--- config.mk ---
export PLATFORM = sky130hd
export DESIGN_NAME = tmr2_top
export DESIGN_NICKNAME = d
export VERILOG_FILES = /design/src/include/tmr2_pkg.sv /design/src/design/tmr2_edge_sync.sv /design/src/design/tmr2_top.sv
export SDC_FILE = /design/constraint.sdc
export NUM_CORES = 1
export LEC_CHECK = 0
export ABC_CLOCK_PERIOD_IN_PS = 3170
export BUFFER_PORTS_ARGS = -buffer_cell sky130_fd_sc_hd__buf_4
export CAP_MARGIN = 0
export CORE_MARGIN = 2
export CORE_UTILIZATION = 50
export CTS_CLUSTER_SIZE = 28
export DETAILED_ROUTE_END_ITERATION = 6
export GPL_ROUTABILITY_DRIVEN = 1
export PLACE_DENSITY_LB_ADDON = 0.2
export SYNTH_ARGS = -nofsm -noshare
export SYNTH_HDL_FRONTEND = slang
export SYNTH_SLANG_ARGS = --single-unit
--- constraint.sdc ---
create_clock -name sys_clk -period 3.17 [get_ports sys_clk]
set_input_delay 0.634 -clock sys_clk [delete_from_list [all_inputs] [get_ports sys_clk]]
set_output_delay 0.634 -clock sys_clk [all_outputs]
set_load 0.03 [all_outputs]
--- src/include/tmr2_pkg.sv ---
// constants for the 16-bit timer/counter with capture, reload and clock-out
// assumes a 10 MHz sys_clk that stands in for the oscillator
package tmr2_pkg;

  localparam int unsigned SYS_CLK_HZ = 10000000;
  localparam int unsigned MACHINE_DIV = 12;
  localparam int unsigned FAST_DIV = 2;
  localparam logic [3:0] PRESCALE_LAST = 4'(MACHINE_DIV - 1);

  localparam logic [15:0] COUNT_TOP = 16'hFFFF;
  localparam logic [15:0] COUNT_RST = 16'h0000;
  localparam logic [15:0] CAPTURE_RST = 16'h0000;

  // register byte addresses
  localparam logic [4:0] ADDR_CONTROL = 5'h00;
  localparam logic [4:0] ADDR_MODE = 5'h04;
  localparam logic [4:0] ADDR_COUNT = 5'h08;
  localparam logic [4:0] ADDR_CAPTURE = 5'h0C;
  localparam logic [4:0] ADDR_IRQ_EN = 5'h10;

  // second_timer_control fields
  localparam int unsigned CTL_OVERFLOW = 7;
  localparam int unsigned CTL_EXTERNAL = 6;
  localparam int unsigned CTL_RX_CLK = 5;
  localparam int unsigned CTL_TX_CLK = 4;
  localparam int unsigned CTL_EXT_EN = 3;
  localparam int unsigned CTL_RUN = 2;
  localparam int unsigned CTL_COUNTER = 1;
  localparam int unsigned CTL_CAPTURE = 0;
  localparam logic [7:0] CONTROL_RST = 8'h00;

  // second_timer_mode_control fields
  localparam int unsigned MOD_CLK_OUT = 1;
  localparam int unsigned MOD_DOWN = 0;
  localparam logic [1:0] MODE_RST = 2'h0;

  localparam int unsigned IRQ_EN_BIT = 0;

  localparam logic [1:0] RESP_OKAY = 2'h0;
  localparam logic [1:0] RESP_SLVERR = 2'h2;

  typedef enum logic [1:0] {
    TMR2_OFF,
    TMR2_RELOAD,
    TMR2_CAPTURE,
    TMR2_BAUD
  } tmr2_mode_t;

endpackage
--- src/design/tmr2_edge_sync.sv ---
// two-flop synchroniser with falling-edge detector for one pin
// assumes the pin is asynchronous to sys_clk
`timescale 1ns/1ns
module tmr2_edge_sync (
  input wire logic sys_clk,
  input wire logic rst,
  input wire logic pin,
  output logic level,
  output logic fall
);

  logic meta_reg;
  logic sync_reg;
  logic prev_reg;

  always_ff @(posedge sys_clk) begin
    if (rst) begin
      meta_reg <= 1'b1;
      sync_reg <= 1'b1;
      prev_reg <= 1'b1;
    end else begin
      meta_reg <= pin;
      sync_reg <= meta_reg;
      prev_reg <= sync_reg;
    end
  end

  assign level = sync_reg;
  assign fall = prev_reg & ~sync_reg;

endmodule

--- src/design/tmr2_top.sv ---
// 16-bit timer/counter: capture, auto-reload, baud clock, clock-out
// assumes an AXI4-Lite master on sys_clk and asynchronous pins
//
// How it works
// - sixteen-bit counter counts internal pulses or external events per select bit.
// - run off stops it; serial selects give baud; else reload or capture.
// - capture mode without external enable counts freely, flags each overflow.
// - capture with external enable: trigger fall copies count, sets external flag.
// - capture mode never reloads; counting goes on after a capture.
// - both flags share one interrupt request, gated by the interrupt enable; the external flag only while down-count enable is clear.
// - reset clears down-count enable so reload mode counts up.
// - up-only reload counts to FFFF, flags overflow, reloads capture value.
// - with external enable a trigger fall also reloads and sets external flag.
// - up/down mode, trigger high: count up, overflow at FFFF reloads.
// - up/down mode, trigger low: count down, at capture value load FFFF.
// - up/down mode toggles external flag per wrap; that flag raises no interrupt there.
// - clock-out frequency is clock over four times (65536 minus capture).
// - clock-out rollovers raise no interrupt, as in baud generation.
// - baud clock and clock-out may run together; baud pulses come at twice the clock-out frequency.
// - counter mode counts pin falls; timer mode counts clock over twelve, or over two in baud and clock-out.
// - receive clock select picks this overflow or the other timer's.
`timescale 1ns/1ns
module tmr2_top (
  input wire logic sys_clk,
  input wire logic rst,
  input wire logic [31:0] s_axi_awaddr,
  input wire logic s_axi_awvalid,
  output logic s_axi_awready,
  input wire logic [31:0] s_axi_wdata,
  input wire logic [3:0] s_axi_wstrb,
  input wire logic s_axi_wvalid,
  output logic s_axi_wready,
  output logic [1:0] s_axi_bresp,
  output logic s_axi_bvalid,
  input wire logic s_axi_bready,
  input wire logic [31:0] s_axi_araddr,
  input wire logic s_axi_arvalid,
  output logic s_axi_arready,
  output logic [31:0] s_axi_rdata,
  output logic [1:0] s_axi_rresp,
  output logic s_axi_rvalid,
  input wire logic s_axi_rready,
  input wire logic count_pin_in,
  input wire logic external_trigger_pin,
  output logic clock_output_pin_out,
  output logic clock_output_pin_oe,
  input wire logic other_timer_overflow,
  output logic rx_bit_clock,
  output logic tx_bit_clock,
  output logic timer_irq
);

  ////////////////////////////////////////////////////////////////////////
  // helpers

  function automatic logic [15:0] merge16(
    input logic [15:0] old,
    input logic [31:0] data,
    input logic [3:0] strb
  );
    logic [15:0] res;
    res = old;
    if (strb[0]) begin
      res[7:0] = data[7:0];
    end
    if (strb[1]) begin
      res[15:8] = data[15:8];
    end
    return res;
  endfunction

  function automatic logic addr_known(input logic [4:0] a);
    return a == tmr2_pkg::ADDR_CONTROL || a == tmr2_pkg::ADDR_MODE ||
      a == tmr2_pkg::ADDR_COUNT || a == tmr2_pkg::ADDR_CAPTURE ||
      a == tmr2_pkg::ADDR_IRQ_EN;
  endfunction

  ////////////////////////////////////////////////////////////////////////
  // register bus

  logic aw_held_reg;
  logic w_held_reg;
  logic [4:0] aw_addr_reg;
  logic [31:0] w_data_reg;
  logic [3:0] w_strb_reg;
  logic wr_fire;
  logic [7:0] control_reg;
  logic [1:0] mode_reg;
  logic [15:0] count_reg;
  logic [15:0] capture_reg;
  logic irq_en_reg;

  assign wr_fire = aw_held_reg && w_held_reg && !s_axi_bvalid;

  always_ff @(posedge sys_clk) begin
    if (rst) begin
      s_axi_awready <= 1'b1;
      aw_held_reg <= 1'b0;
      aw_addr_reg <= 5'h00;
    end else if (wr_fire) begin
      aw_held_reg <= 1'b0;
    end else if (s_axi_awvalid && s_axi_awready) begin
      s_axi_awready <= 1'b0;
      aw_held_reg <= 1'b1;
      aw_addr_reg <= s_axi_awaddr[4:0];
    end else if (!aw_held_reg && !s_axi_bvalid) begin
      s_axi_awready <= 1'b1;
    end
  end

  always_ff @(posedge sys_clk) begin
    if (rst) begin
      s_axi_wready <= 1'b1;
      w_held_reg <= 1'b0;
      w_data_reg <= 32'h00000000;
      w_strb_reg <= 4'h0;
    end else if (wr_fire) begin
      w_held_reg <= 1'b0;
    end else if (s_axi_wvalid && s_axi_wready) begin
      s_axi_wready <= 1'b0;
      w_held_reg <= 1'b1;
      w_data_reg <= s_axi_wdata;
      w_strb_reg <= s_axi_wstrb;
    end else if (!w_held_reg && !s_axi_bvalid) begin
      s_axi_wready <= 1'b1;
    end
  end

  always_ff @(posedge sys_clk) begin
    if (rst) begin
      s_axi_bvalid <= 1'b0;
      s_axi_bresp <= tmr2_pkg::RESP_OKAY;
    end else if (wr_fire) begin
      s_axi_bvalid <= 1'b1;
      s_axi_bresp <= addr_known(aw_addr_reg) ?
        tmr2_pkg::RESP_OKAY : tmr2_pkg::RESP_SLVERR;
    end else if (s_axi_bready) begin
      s_axi_bvalid <= 1'b0;
    end
  end

  logic wr_control;
  logic wr_mode;
  logic wr_count;
  logic wr_capture;
  logic wr_irq_en;

  assign wr_control = wr_fire && w_strb_reg[0] &&
    aw_addr_reg == tmr2_pkg::ADDR_CONTROL;
  assign wr_mode = wr_fire && w_strb_reg[0] &&
    aw_addr_reg == tmr2_pkg::ADDR_MODE;
  assign wr_count = wr_fire && aw_addr_reg == tmr2_pkg::ADDR_COUNT;
  assign wr_capture = wr_fire && aw_addr_reg == tmr2_pkg::ADDR_CAPTURE;
  assign wr_irq_en = wr_fire && w_strb_reg[0] &&
    aw_addr_reg == tmr2_pkg::ADDR_IRQ_EN;

  logic [31:0] rd_word;

  always_comb begin
    rd_word = 32'h00000000;
    unique case (s_axi_araddr[4:0])
      tmr2_pkg::ADDR_CONTROL: rd_word[7:0] = control_reg;
      tmr2_pkg::ADDR_MODE: rd_word[1:0] = mode_reg;
      tmr2_pkg::ADDR_COUNT: rd_word[15:0] = count_reg;
      tmr2_pkg::ADDR_CAPTURE: rd_word[15:0] = capture_reg;
      tmr2_pkg::ADDR_IRQ_EN: rd_word[tmr2_pkg::IRQ_EN_BIT] = irq_en_reg;
      default: rd_word = 32'h00000000;
    endcase
  end

  always_ff @(posedge sys_clk) begin
    if (rst) begin
      s_axi_arready <= 1'b1;
      s_axi_rvalid <= 1'b0;
      s_axi_rdata <= 32'h00000000;
      s_axi_rresp <= tmr2_pkg::RESP_OKAY;
    end else if (s_axi_arvalid && s_axi_arready) begin
      s_axi_arready <= 1'b0;
      s_axi_rvalid <= 1'b1;
      s_axi_rdata <= rd_word;
      s_axi_rresp <= addr_known(s_axi_araddr[4:0]) ?
        tmr2_pkg::RESP_OKAY : tmr2_pkg::RESP_SLVERR;
    end else if (s_axi_rvalid && s_axi_rready) begin
      s_axi_rvalid <= 1'b0;
      s_axi_arready <= 1'b1;
    end
  end

  ////////////////////////////////////////////////////////////////////////
  // pins and tick generation

  logic trig_level;
  logic trig_fall;
  logic cnt_fall;

  tmr2_edge_sync u_trig_sync (
    .sys_clk(sys_clk),
    .rst(rst),
    .pin(external_trigger_pin),
    .level(trig_level),
    .fall(trig_fall)
  );

  tmr2_edge_sync u_count_sync (
    .sys_clk(sys_clk),
    .rst(rst),
    .pin(count_pin_in),
    .level(),
    .fall(cnt_fall)
  );

  logic run;
  logic counter_sel;
  logic ext_en;
  logic down_en;
  logic clk_out_en;
  logic clk_out_mode;
  tmr2_pkg::tmr2_mode_t mode;

  assign run = control_reg[tmr2_pkg::CTL_RUN];
  assign counter_sel = control_reg[tmr2_pkg::CTL_COUNTER];
  assign ext_en = control_reg[tmr2_pkg::CTL_EXT_EN];
  assign down_en = mode_reg[tmr2_pkg::MOD_DOWN];
  assign clk_out_en = mode_reg[tmr2_pkg::MOD_CLK_OUT];
  assign clk_out_mode = clk_out_en && !counter_sel;

  always_comb begin
    if (!run) begin
      mode = tmr2_pkg::TMR2_OFF;
    end else if (control_reg[tmr2_pkg::CTL_RX_CLK] ||
      control_reg[tmr2_pkg::CTL_TX_CLK]) begin
      mode = tmr2_pkg::TMR2_BAUD;
    end else if (control_reg[tmr2_pkg::CTL_CAPTURE]) begin
      mode = tmr2_pkg::TMR2_CAPTURE;
    end else begin
      mode = tmr2_pkg::TMR2_RELOAD;
    end
  end

  logic fast;
  logic [3:0] prescale_reg;
  logic fast_reg;
  logic tick;

  assign fast = mode == tmr2_pkg::TMR2_BAUD || clk_out_mode;

  always_ff @(posedge sys_clk) begin
    if (rst || !run) begin
      prescale_reg <= 4'h0;
    end else if (prescale_reg == tmr2_pkg::PRESCALE_LAST) begin
      prescale_reg <= 4'h0;
    end else begin
      prescale_reg <= prescale_reg + 4'h1;
    end
  end

  always_ff @(posedge sys_clk) begin
    if (rst || !run) begin
      fast_reg <= 1'b0;
    end else begin
      fast_reg <= !fast_reg;
    end
  end

  always_comb begin
    if (mode == tmr2_pkg::TMR2_OFF) begin
      tick = 1'b0;
    end else if (counter_sel) begin
      tick = cnt_fall;
    end else if (fast) begin
      tick = fast_reg;
    end else begin
      tick = prescale_reg == tmr2_pkg::PRESCALE_LAST;
    end
  end

  ////////////////////////////////////////////////////////////////////////
  // counter and events

  logic at_top;
  logic up_dir;
  logic wrap;
  logic ext_event;
  logic [15:0] count_next;
  logic tf_set;
  logic exf_set;
  logic exf_flip;
  logic do_capture;

  assign at_top = count_reg == tmr2_pkg::COUNT_TOP;
  assign up_dir = !down_en || trig_level;
  assign ext_event = ext_en && trig_fall;

  always_comb begin
    count_next = count_reg;
    wrap = 1'b0;
    exf_set = 1'b0;
    exf_flip = 1'b0;
    do_capture = 1'b0;
    unique case (mode)
      tmr2_pkg::TMR2_OFF: begin
        count_next = count_reg;
      end
      tmr2_pkg::TMR2_CAPTURE: begin
        if (tick) begin
          count_next = count_reg + 16'h0001;
          wrap = at_top;
        end
        do_capture = ext_event;
        exf_set = ext_event;
      end
      tmr2_pkg::TMR2_BAUD: begin
        if (tick) begin
          wrap = at_top;
          count_next = at_top ? capture_reg : count_reg + 16'h0001;
        end
        exf_set = ext_event;
      end
      tmr2_pkg::TMR2_RELOAD: begin
        if (down_en) begin
          if (tick && up_dir) begin
            wrap = at_top;
            count_next = at_top ? capture_reg : count_reg + 16'h0001;
          end else if (tick) begin
            wrap = count_reg == capture_reg;
            count_next = wrap ? tmr2_pkg::COUNT_TOP :
              count_reg - 16'h0001;
          end
          exf_flip = wrap;
        end else begin
          if (tick) begin
            wrap = at_top;
            count_next = at_top ? capture_reg : count_reg + 16'h0001;
          end
          if (ext_event) begin
            count_next = capture_reg;
          end
          exf_set = ext_event;
        end
      end
    endcase
    tf_set = wrap && mode != tmr2_pkg::TMR2_BAUD && !clk_out_mode;
  end

  always_ff @(posedge sys_clk) begin
    if (rst) begin
      count_reg <= tmr2_pkg::COUNT_RST;
    end else if (wr_count) begin
      count_reg <= merge16(count_reg, w_data_reg, w_strb_reg);
    end else begin
      count_reg <= count_next;
    end
  end

  always_ff @(posedge sys_clk) begin
    if (rst) begin
      capture_reg <= tmr2_pkg::CAPTURE_RST;
    end else if (do_capture) begin
      capture_reg <= count_reg;
    end else if (wr_capture) begin
      capture_reg <= merge16(capture_reg, w_data_reg, w_strb_reg);
    end
  end

  ////////////////////////////////////////////////////////////////////////
  // control, mode and enable registers

  always_ff @(posedge sys_clk) begin
    if (rst) begin
      control_reg <= tmr2_pkg::CONTROL_RST;
    end else begin
      if (wr_control) begin
        control_reg <= w_data_reg[7:0];
      end
      if (tf_set) begin
        control_reg[tmr2_pkg::CTL_OVERFLOW] <= 1'b1;
      end
      if (exf_flip) begin
        control_reg[tmr2_pkg::CTL_EXTERNAL] <=
          !control_reg[tmr2_pkg::CTL_EXTERNAL];
      end else if (exf_set) begin
        control_reg[tmr2_pkg::CTL_EXTERNAL] <= 1'b1;
      end
    end
  end

  always_ff @(posedge sys_clk) begin
    if (rst) begin
      mode_reg <= tmr2_pkg::MODE_RST;
    end else if (wr_mode) begin
      mode_reg <= w_data_reg[1:0];
    end
  end

  always_ff @(posedge sys_clk) begin
    if (rst) begin
      irq_en_reg <= 1'b0;
    end else if (wr_irq_en) begin
      irq_en_reg <= w_data_reg[tmr2_pkg::IRQ_EN_BIT];
    end
  end

  ////////////////////////////////////////////////////////////////////////
  // outputs

  logic bit_pulse;

  assign bit_pulse = wrap && (mode == tmr2_pkg::TMR2_BAUD || clk_out_mode);

  always_ff @(posedge sys_clk) begin
    if (rst) begin
      timer_irq <= 1'b0;
    end else begin
      timer_irq <= irq_en_reg && (control_reg[tmr2_pkg::CTL_OVERFLOW] ||
        (control_reg[tmr2_pkg::CTL_EXTERNAL] && !down_en));
    end
  end

  always_ff @(posedge sys_clk) begin
    if (rst) begin
      rx_bit_clock <= 1'b0;
      tx_bit_clock <= 1'b0;
    end else begin
      rx_bit_clock <= control_reg[tmr2_pkg::CTL_RX_CLK] ?
        (wrap && mode == tmr2_pkg::TMR2_BAUD) : other_timer_overflow;
      tx_bit_clock <= control_reg[tmr2_pkg::CTL_TX_CLK] ?
        (wrap && mode == tmr2_pkg::TMR2_BAUD) : other_timer_overflow;
    end
  end

  always_ff @(posedge sys_clk) begin
    if (rst) begin
      clock_output_pin_out <= 1'b0;
      clock_output_pin_oe <= 1'b0;
    end else begin
      clock_output_pin_oe <= clk_out_mode;
      if (!clk_out_mode) begin
        clock_output_pin_out <= 1'b0;
      end else if (bit_pulse) begin
        clock_output_pin_out <= !clock_output_pin_out;
      end
    end
  end

endmodule

==> results.md, run 1 <==
- # hold bufs at CTS: 0
- Number of CTS-inserted buffers: 9
- Setup TNS: 0 ps
- Post-synthesis sequential area ratio: a little under a third
- Final instance area: 7850 sq um
- Crit. End Element: flip-flop
- Worst ir drop on vdd: about 0.3 mV
- CP max-delay cell: a211oi_2
- Total wire length: approximately 22 mm
- Max-Slew Margin vs Limit: 48.7%
- Crit path max fanout: 13
- Worst path arrival time: 3070 ps
- GRT Total Usage: 30.9%
- CTS max path bufs: 2
- Die height: 121 microns
- Fmax: around 360 MHz
- Diodes inserted: 0
- Vias per Instance: around 6.3
- Initial core utilization: around 51%
- I/O pins: between 150 and 200
- Share of cells above drive strength 1: 17.3%
- Cell Area, Synth: just under 7000 sq um
- Ys Warns: 0
- FP Rows: 42
- Hold Crit Class: flip-flop to flip-flop
- TritonCTS clock tree: built
- EDFF count, synth: 0
- Final Hold Vio Count: 0
- Slack of the critical path: 397 ps
- Vias in the first global route: 6386
- Largest net degree at the start of global routing: a little over 70
- DRC Markers: 0
- Die X: between 100 and 150 microns
- Slew Limit Fails: 0
- Hold Path Stages: 1
- RR Startpoint: prescale_reg[0]
- Max stage delay on crit path: around 540 ps
- Crit path max-delay family: compound AO/OA/AOI/OAI gates
- Slew @ Worst Pin: 767 ps
- R2R setup slack: 400 ps
- Fin crit period: 2770 ps
- Worst Path Buf+Inv: 0
- Gr ovfl total: 0
- Synth Flop Type: dfxtp_1
- H-tree levels: 3
- Area of the die: approximately 15000 sq um
- Max Cap Violations: 0
- DP Worst Slack: 552 ps
- CTS resizes: 0
- Clock transition at path regs: about 80 ps
- Power per cell area: between 300 and 400 nW/um^2
- HP Start: u_count_sync.meta_reg
- R2r endpoint: count_reg[12]
- Static Leak: 3.10 nW
- Period utilization: between 80 and 90%
- RSZ-0062 raised after global routing: no
- Worst clock skew: 13.3 ps
- First-pass GRT wire length: 35.0 mm
- Post-synth cell types: between 80 and 90
- Clock Sinks: approximately 110
- Detailed-route via count: around 7000
- Buffers on Ports: 65
- Initial DRT Pass Iterations: 5
- Initial antenna violation count: 0
- CP Class: flip-flop to flip-flop
- CORE AREA: 13300 sq um
- Drt initial violations: about 760
- # nets final: roughly 1100
- Outcome: finished, final reports clean
- Syn_area_per_cell: between 7 and 8 sq um
- Clk Tree Root Cell: clkbuf_16
- Gate Count Post-Synth: 893
- Area growth syn-to-layout: 14.2%
- CP startpoint kind: flip-flop
- Post-DP HPWL: 16.1 mm
- Final ANT Viol Nets: 0
- Hold Path End: u_count_sync.level
- Worst Path Required: approximately 3500 ps
- Critical Path, Cell by Cell: ha_1, nand3b_1, o221a_2, a211oi_2, a21o_1, nand3_1, nor4_1, a221o_1
- Synthesized flop and latch total: ~110
- Avg WL per Cell: approximately 20 microns
- Fraction of registers with async set/reset: 0%
- R2R depth: 8
- Cell Area, Placed: 7540 sq um
- Clk_lat worst skew: around 370 ps
- Gpl congestion: 1.03
- Post-CTS setup buffers: 0
- Setup Viol. Count Final: 0
[worst reg2reg max path: stages (launching register included)]
cell and delay [ps]:
dfxtp_1 360, ha_1 200, nand3b_1 170, o221a_2 300
a211oi_2 540, a21o_1 470, nand3_1 200, nor4_1 320
a221o_1 160
[layer usage]
metal	routed length (microns)	up-vias	global-route usage (%)
met5	0	-	0
li1	-	3290	-
met3	2560	61	6.86
met2	9890	428	46.2
met4	683	0	13.7
met1	9240	3251	42.6
[power breakdown]
part / internal, W / switching (W)
clock: 0.000562 / 0.000583
combinational: 0.0000998 / 0.000173
sequential: 0.00138 / 0.0000482
[cell type report]
class                      instances  area [sq um]
clock buffer                       9           225
clock inverter                     7          76.3
fill                            1293          5500
inverter                          13          48.8
multi-input combinational        694          4280
sequential                       107          2140
tap                              176           220
timing repair buffer             114           856
[cells in the mapped netlist, types with 4 or more instances]
library cell / n / area, sq um
nand2b_1: 8 / 50.1
a221oi_1: 13 / 114
nor2_1: 111 / 417
a21oi_1: 73 / 365
buf_1: 4 / 15.0
mux2_2: 5 / 56.3
o21ai_0: 28 / 140
and2_1: 7 / 43.8
or3_1: 6 / 37.5
o32ai_1: 5 / 43.8
a22oi_1: 11 / 82.6
buf_4: 22 / 165
nor4_2: 5 / 62.6
mux2i_1: 35 / 350
a311oi_1: 4 / 35.0
o22ai_1: 5 / 31.3
clkbuf_1: 54 / 203
nor4_1: 8 / 50.1
nand2_1: 91 / 342
xnor2_1: 14 / 123
and3_1: 11 / 68.8
buf_2: 15 / 75.1
inv_1: 12 / 45.0
xor2_1: 28 / 245
a211oi_1: 25 / 188
nand4_1: 8 / 50.1
o211ai_1: 5 / 37.5
o21ai_1: 10 / 50.1
nand3_1: 28 / 140
dfxtp_1: 107 / 2140
o2111ai_1: 4 / 35.0
nand3b_1: 5 / 37.5
a31oi_1: 5 / 31.3
or2_2: 6 / 37.5
nor3_1: 35 / 175
a41oi_1: 4 / 35.0
[cells in the final DEF (no fill, tap or decap), types with 8 or more instances in the layout]
cell type  instances
nand2b_1           8
a221oi_1          13
o21ai_1           10
dfxtp_1          107
o21ai_0           28
buf_4            114
a21oi_1           73
nand4_1            8
clkbuf_16          9
nor3_1            35
nand3_1           28
a211oi_1          25
nor2_1           111
and3_1            11
nand2_1           91
mux2i_1           35
a22oi_1           11
xnor2_1           14
xor2_1            28
conb_1            18
inv_1             12
[per-stage QoR]
stage | hold WS [ps] | instances | utilization, % | total power, W
after floorplan | 389 | 910 | - | 0.00164
after global placement | 397 | 1104 | 56.5 | 0.00173
after detailed placement | 395 | 1104 | 56.5 | 0.00173
after CTS | 414 | 1120 | 58.8 | 0.00287
after global routing | 429 | 1120 | 58.8 | 0.00295
final | 418 | 1120 | 58.8 | 0.00285
[kinds of logic (layout without fill, tap and decap cells)]
group | Yosys count | after routing | share of synthesized area [%]
AO/OA/AOI/OAI | 241 | 241 | 23.9
XOR/XNOR | 42 | 42 | 5.36
adder cells (fa/ha/maj) | 3 | 3 | 0.547
buffers and inverters | 109 | 143 | 7.54
flip-flops | 107 | 107 | 31.2
multiplexers | 44 | 44 | 6.96
other | 1 | 18 | 0.0546
AND/OR/NAND/NOR | 346 | 346 | 24.5
[worst max path at each step]
stage / from / to / depth (start not counted) / slack (ps)
3_3_place_gp: prescale_reg[0] / count_reg[12] / 8 / 580
6_report: prescale_reg[0] / count_reg[12] / 8 / 400
5_1_grt: control_reg[4] / count_reg[12] / 7 / 240
3_5_place_dp: prescale_reg[0] / count_reg[12] / 8 / 550
2_1_floorplan: count_reg[1] / count_reg[7] / 9 / 670
4_1_cts: prescale_reg[0] / count_reg[12] / 8 / 490
(Power assumes the default switching activity.)
==> run 2: changes to the inputs <==
--- a/config.mk
+++ b/config.mk
@@ -11,5 +11,4 @@
 export CORE_MARGIN = 2
 export CORE_UTILIZATION = 50
-export CTS_CLUSTER_SIZE = 28
 export DETAILED_ROUTE_END_ITERATION = 6
 export GPL_ROUTABILITY_DRIVEN = 1
==> constraint.sdc (replaced) <==
create_clock -name sys_clk -period 3.17 [get_ports sys_clk]
set_input_delay 0.1585 -clock sys_clk [delete_from_list [all_inputs] [get_ports sys_clk]]
set_output_delay 0.1585 -clock sys_clk [all_outputs]
set_load 0.03 [all_outputs]
==> run 2 against run 1 <==
Via count shrank 0.94%. Power shrank 0.88%. Die area is the same. Utilization grew 0.18 points. Sequential share of layout area shrank 0.082 points. Combinational power is essentially flat. Highest routed layer unchanged. Register-to-register slack gained 50 ps. Non-clock buffer count grew 3. Flip-flop and latch count is the same. Global-route usage shrank 0.70 points. Sequential power is essentially flat. Clock skew shrank 3.6 ps. Largest power group unchanged.
==> results.md, run 2 (synthesis gave the netlist of run 1 again) <==
- Clk Tree Root Cell: clkbuf_16
- I/O pins: 156 (unchanged)
- Area of the multi-input gates: 4280 sq um (unchanged)
- Worst Path Required: 3480 ps (about the same)
- Max-Slew Margin vs Limit: 39.8% (-9.0 points)
- Slew Limit Fails: 0 (unchanged)
- Max Cap Violations: 0 (unchanged)
- Fmax: 368 MHz (+1.9%)
- Worst clock skew: 9.70 ps (-3.62 ps)
- CP startpoint kind: flip-flop
- Crit. End Element: flip-flop
- Fin crit period: 2720 ps (-53.0 ps)
- Share of cells above drive strength 1: 17.3% (+0.051 points)
- Static Leak: 3.12 nW (+0.55%)
- R2r endpoint: count_reg[12]
- Drt initial violations: 857 (+13%)
- Final Hold Vio Count: 0 (unchanged)
- FP Rows: 42 (unchanged)
- Total wire length: 21.9 mm (-1.9%)
- Clock Sinks: 107 (unchanged)
- Crit path max fanout: 13 (unchanged)
- Power consumption: 0.00283 W (-0.88%)
- Worst path arrival time: 3030 ps (-40 ps)
- Detailed-route via count: 6964 (-0.94%)
- Slack of the critical path: 450 ps (+53.0 ps)
- R2R depth: 8 (unchanged)
- Slew @ Worst Pin: 901 ps (+134 ps)
- GRT Total Usage: 30.2% (-0.70 points)
- TritonCTS clock tree: built
- Gr ovfl total: 0 (unchanged)
- Hold Crit Class: input port to flip-flop
- Placed cells: 1105 (+0.091%)
- Sequential Area: 2140 sq um (unchanged)
- Setup TNS: 0 ps (unchanged)
- Initial antenna violation count: 1 (+1)
- Worst ir drop on vdd: 0.308 mV (+1.3%)
- Gpl congestion: 1.02 (-0.45%)
- CTS resizes: 0 (unchanged)
- Clock transition at path regs: 80 ps (about the same)
- Outcome: finished, final reports clean
- RR Startpoint: prescale_reg[0]
- R2R setup slack: 450 ps (+50 ps)
- Die height: 121 microns (unchanged)
- Clk_lat worst skew: 370 ps (about the same)
- Die X: 121 microns (unchanged)
- Initial DRT Pass Iterations: 7 (+2)
- Number of CTS-inserted buffers: 9 (unchanged)
- # nets final: 1055 (+0.29%)
- HP Start: s_axi_awaddr[3]
- Post-DP HPWL: 15.9 mm (-1.2%)
- Vias per Instance: 6.20 (-1.2%)
- Power per cell area: 359 nW/um^2 (-1.2%)
- Diodes inserted: 0 (unchanged)
- Crit path capture: count_reg[12]
- Most frequent cells in the layout: 115 x buf_4, 111 x nor2_1, 107 x dfxtp_1
- Area growth syn-to-layout: 14.6%
- Commonest non-fill, non-tap cell in the layout: buf_4
- Fin util: 59.0% (+0.18 points)
- RSZ-0062 raised after global routing: no
- Buffers on Ports: 65 (unchanged)
- Period utilization: 85.8% (-1.7 points)
- Finished Layout Cells: 1123 (+0.27%)
- DP Worst Slack: 512 ps (-39.3 ps)
- Fillers: 1246 (-3.6%)
- Largest net degree at the start of global routing: 68 (-4.2%)
- CORE AREA: 13300 sq um (unchanged)
- Initial core utilization: 51.5% (unchanged)
- Avg WL per Cell: 19.5 microns (-2.2%)
- Crit path launch: prescale_reg[0]
- CTS max path bufs: 2 (unchanged)
- Setup Viol. Count Final: 0 (unchanged)
- Vias in the first global route: 6363 (-0.36%)
- First-pass GRT wire length: 34.3 mm (-2.0%)
- H-tree levels: 3 (unchanged)
- DRC Markers: 0 (unchanged)
- CP Class: flip-flop to flip-flop
- Final ANT Viol Nets: 0 (unchanged)
- Area of the die: 14700 sq um (unchanged)
==> run 2: changes by cell type in the layout (fill, tap and decap cells not counted) <==
| cell | previous run | this run |
|---|---|---|
| buf_4 | 114 | 115 |
| clkbuf_8 | 0 | 1 |
| clkinv_2 | 0 | 1 |
| clkinv_4 | 0 | 1 |
| clkinvlp_4 | 2 | 0 |
| dlygate4sd3_1 | 0 | 2 |
| inv_6 | 0 | 2 |
| inv_8 | 4 | 1 |
==> run 2: cell type report <==
class	instances	area share, %
clock buffer	10	3.04
clock inverter	6	0.747
inverter	13	0.620
multi-input combinational	694	54.4
sequential	107	27.2
tap	176	2.80
timing repair buffer	117	11.2
==> run 2: what timing repair did <==
item | 4_1_cts | 5_1_grt
hold buffers | 2 | 0
buffers inserted | 0 | 0
endpoints found under the hold margin | 2 | 0
==> run 2: worst min path at each step <==
| stage | to | depth (start not counted) |
|---|---|---|
| floorplan | u_count_sync.meta_reg | 1 |
| global placement | u_count_sync.meta_reg | 2 |
| detailed placement | u_count_sync.meta_reg | 2 |
| CTS | aw_addr_reg[3] | 3 |
| global route | w_data_reg[0] | 3 |
| finish | aw_addr_reg[3] | 3 |
==> run 2: through the flow <==
| step | cell area [sq um] | hold slack [ps] |
|---|---|---|
| global placement | 7550 | 344 |
| floorplan | 6930 | 262 |
| detailed placement | 7550 | 348 |
| global route | 7870 | 38.8 |
| CTS | 7870 | 20.6 |
| finish | 7870 | 23.9 |
==> run 2: layer usage <==
| layer | up-vias | GRT usage, % | part of all wire [%] | wire length [microns] |
|---|---|---|---|---|
| met5 | - | 0 | 0 | 0 |
| met4 | 0 | 13.6 | 3.4 | 753 |
| met3 | 63 | 6.44 | 11 | 2440 |
| met2 | 396 | 44.7 | 43 | 9540 |
| met1 | 3199 | 42.0 | 42 | 9220 |
| li1 | 3306 | - | - | - |
==> run 2: critical path, cell delays in order (launching register included) <==
cell and delay [ps]:
dfxtp_1 360, ha_1 190, nand3b_1 150, o221a_2 290, a211oi_2 600, a21o_1 430, nand3_1 170, nor4_1 320
a221o_1 160
==> run 2: where the power goes <==
part / total [W] / internal (W) / switching (W) / leakage (nW)
registers: 0.00143 / 0.00138 / 0.0000449 / 0.871
logic: 0.000276 / 0.000102 / 0.000174 / 2.10
clock network: 0.00112 / 0.000573 / 0.000548 / 0.148
total: 0.00283 / 0.00206 / 0.000767 / 3.12
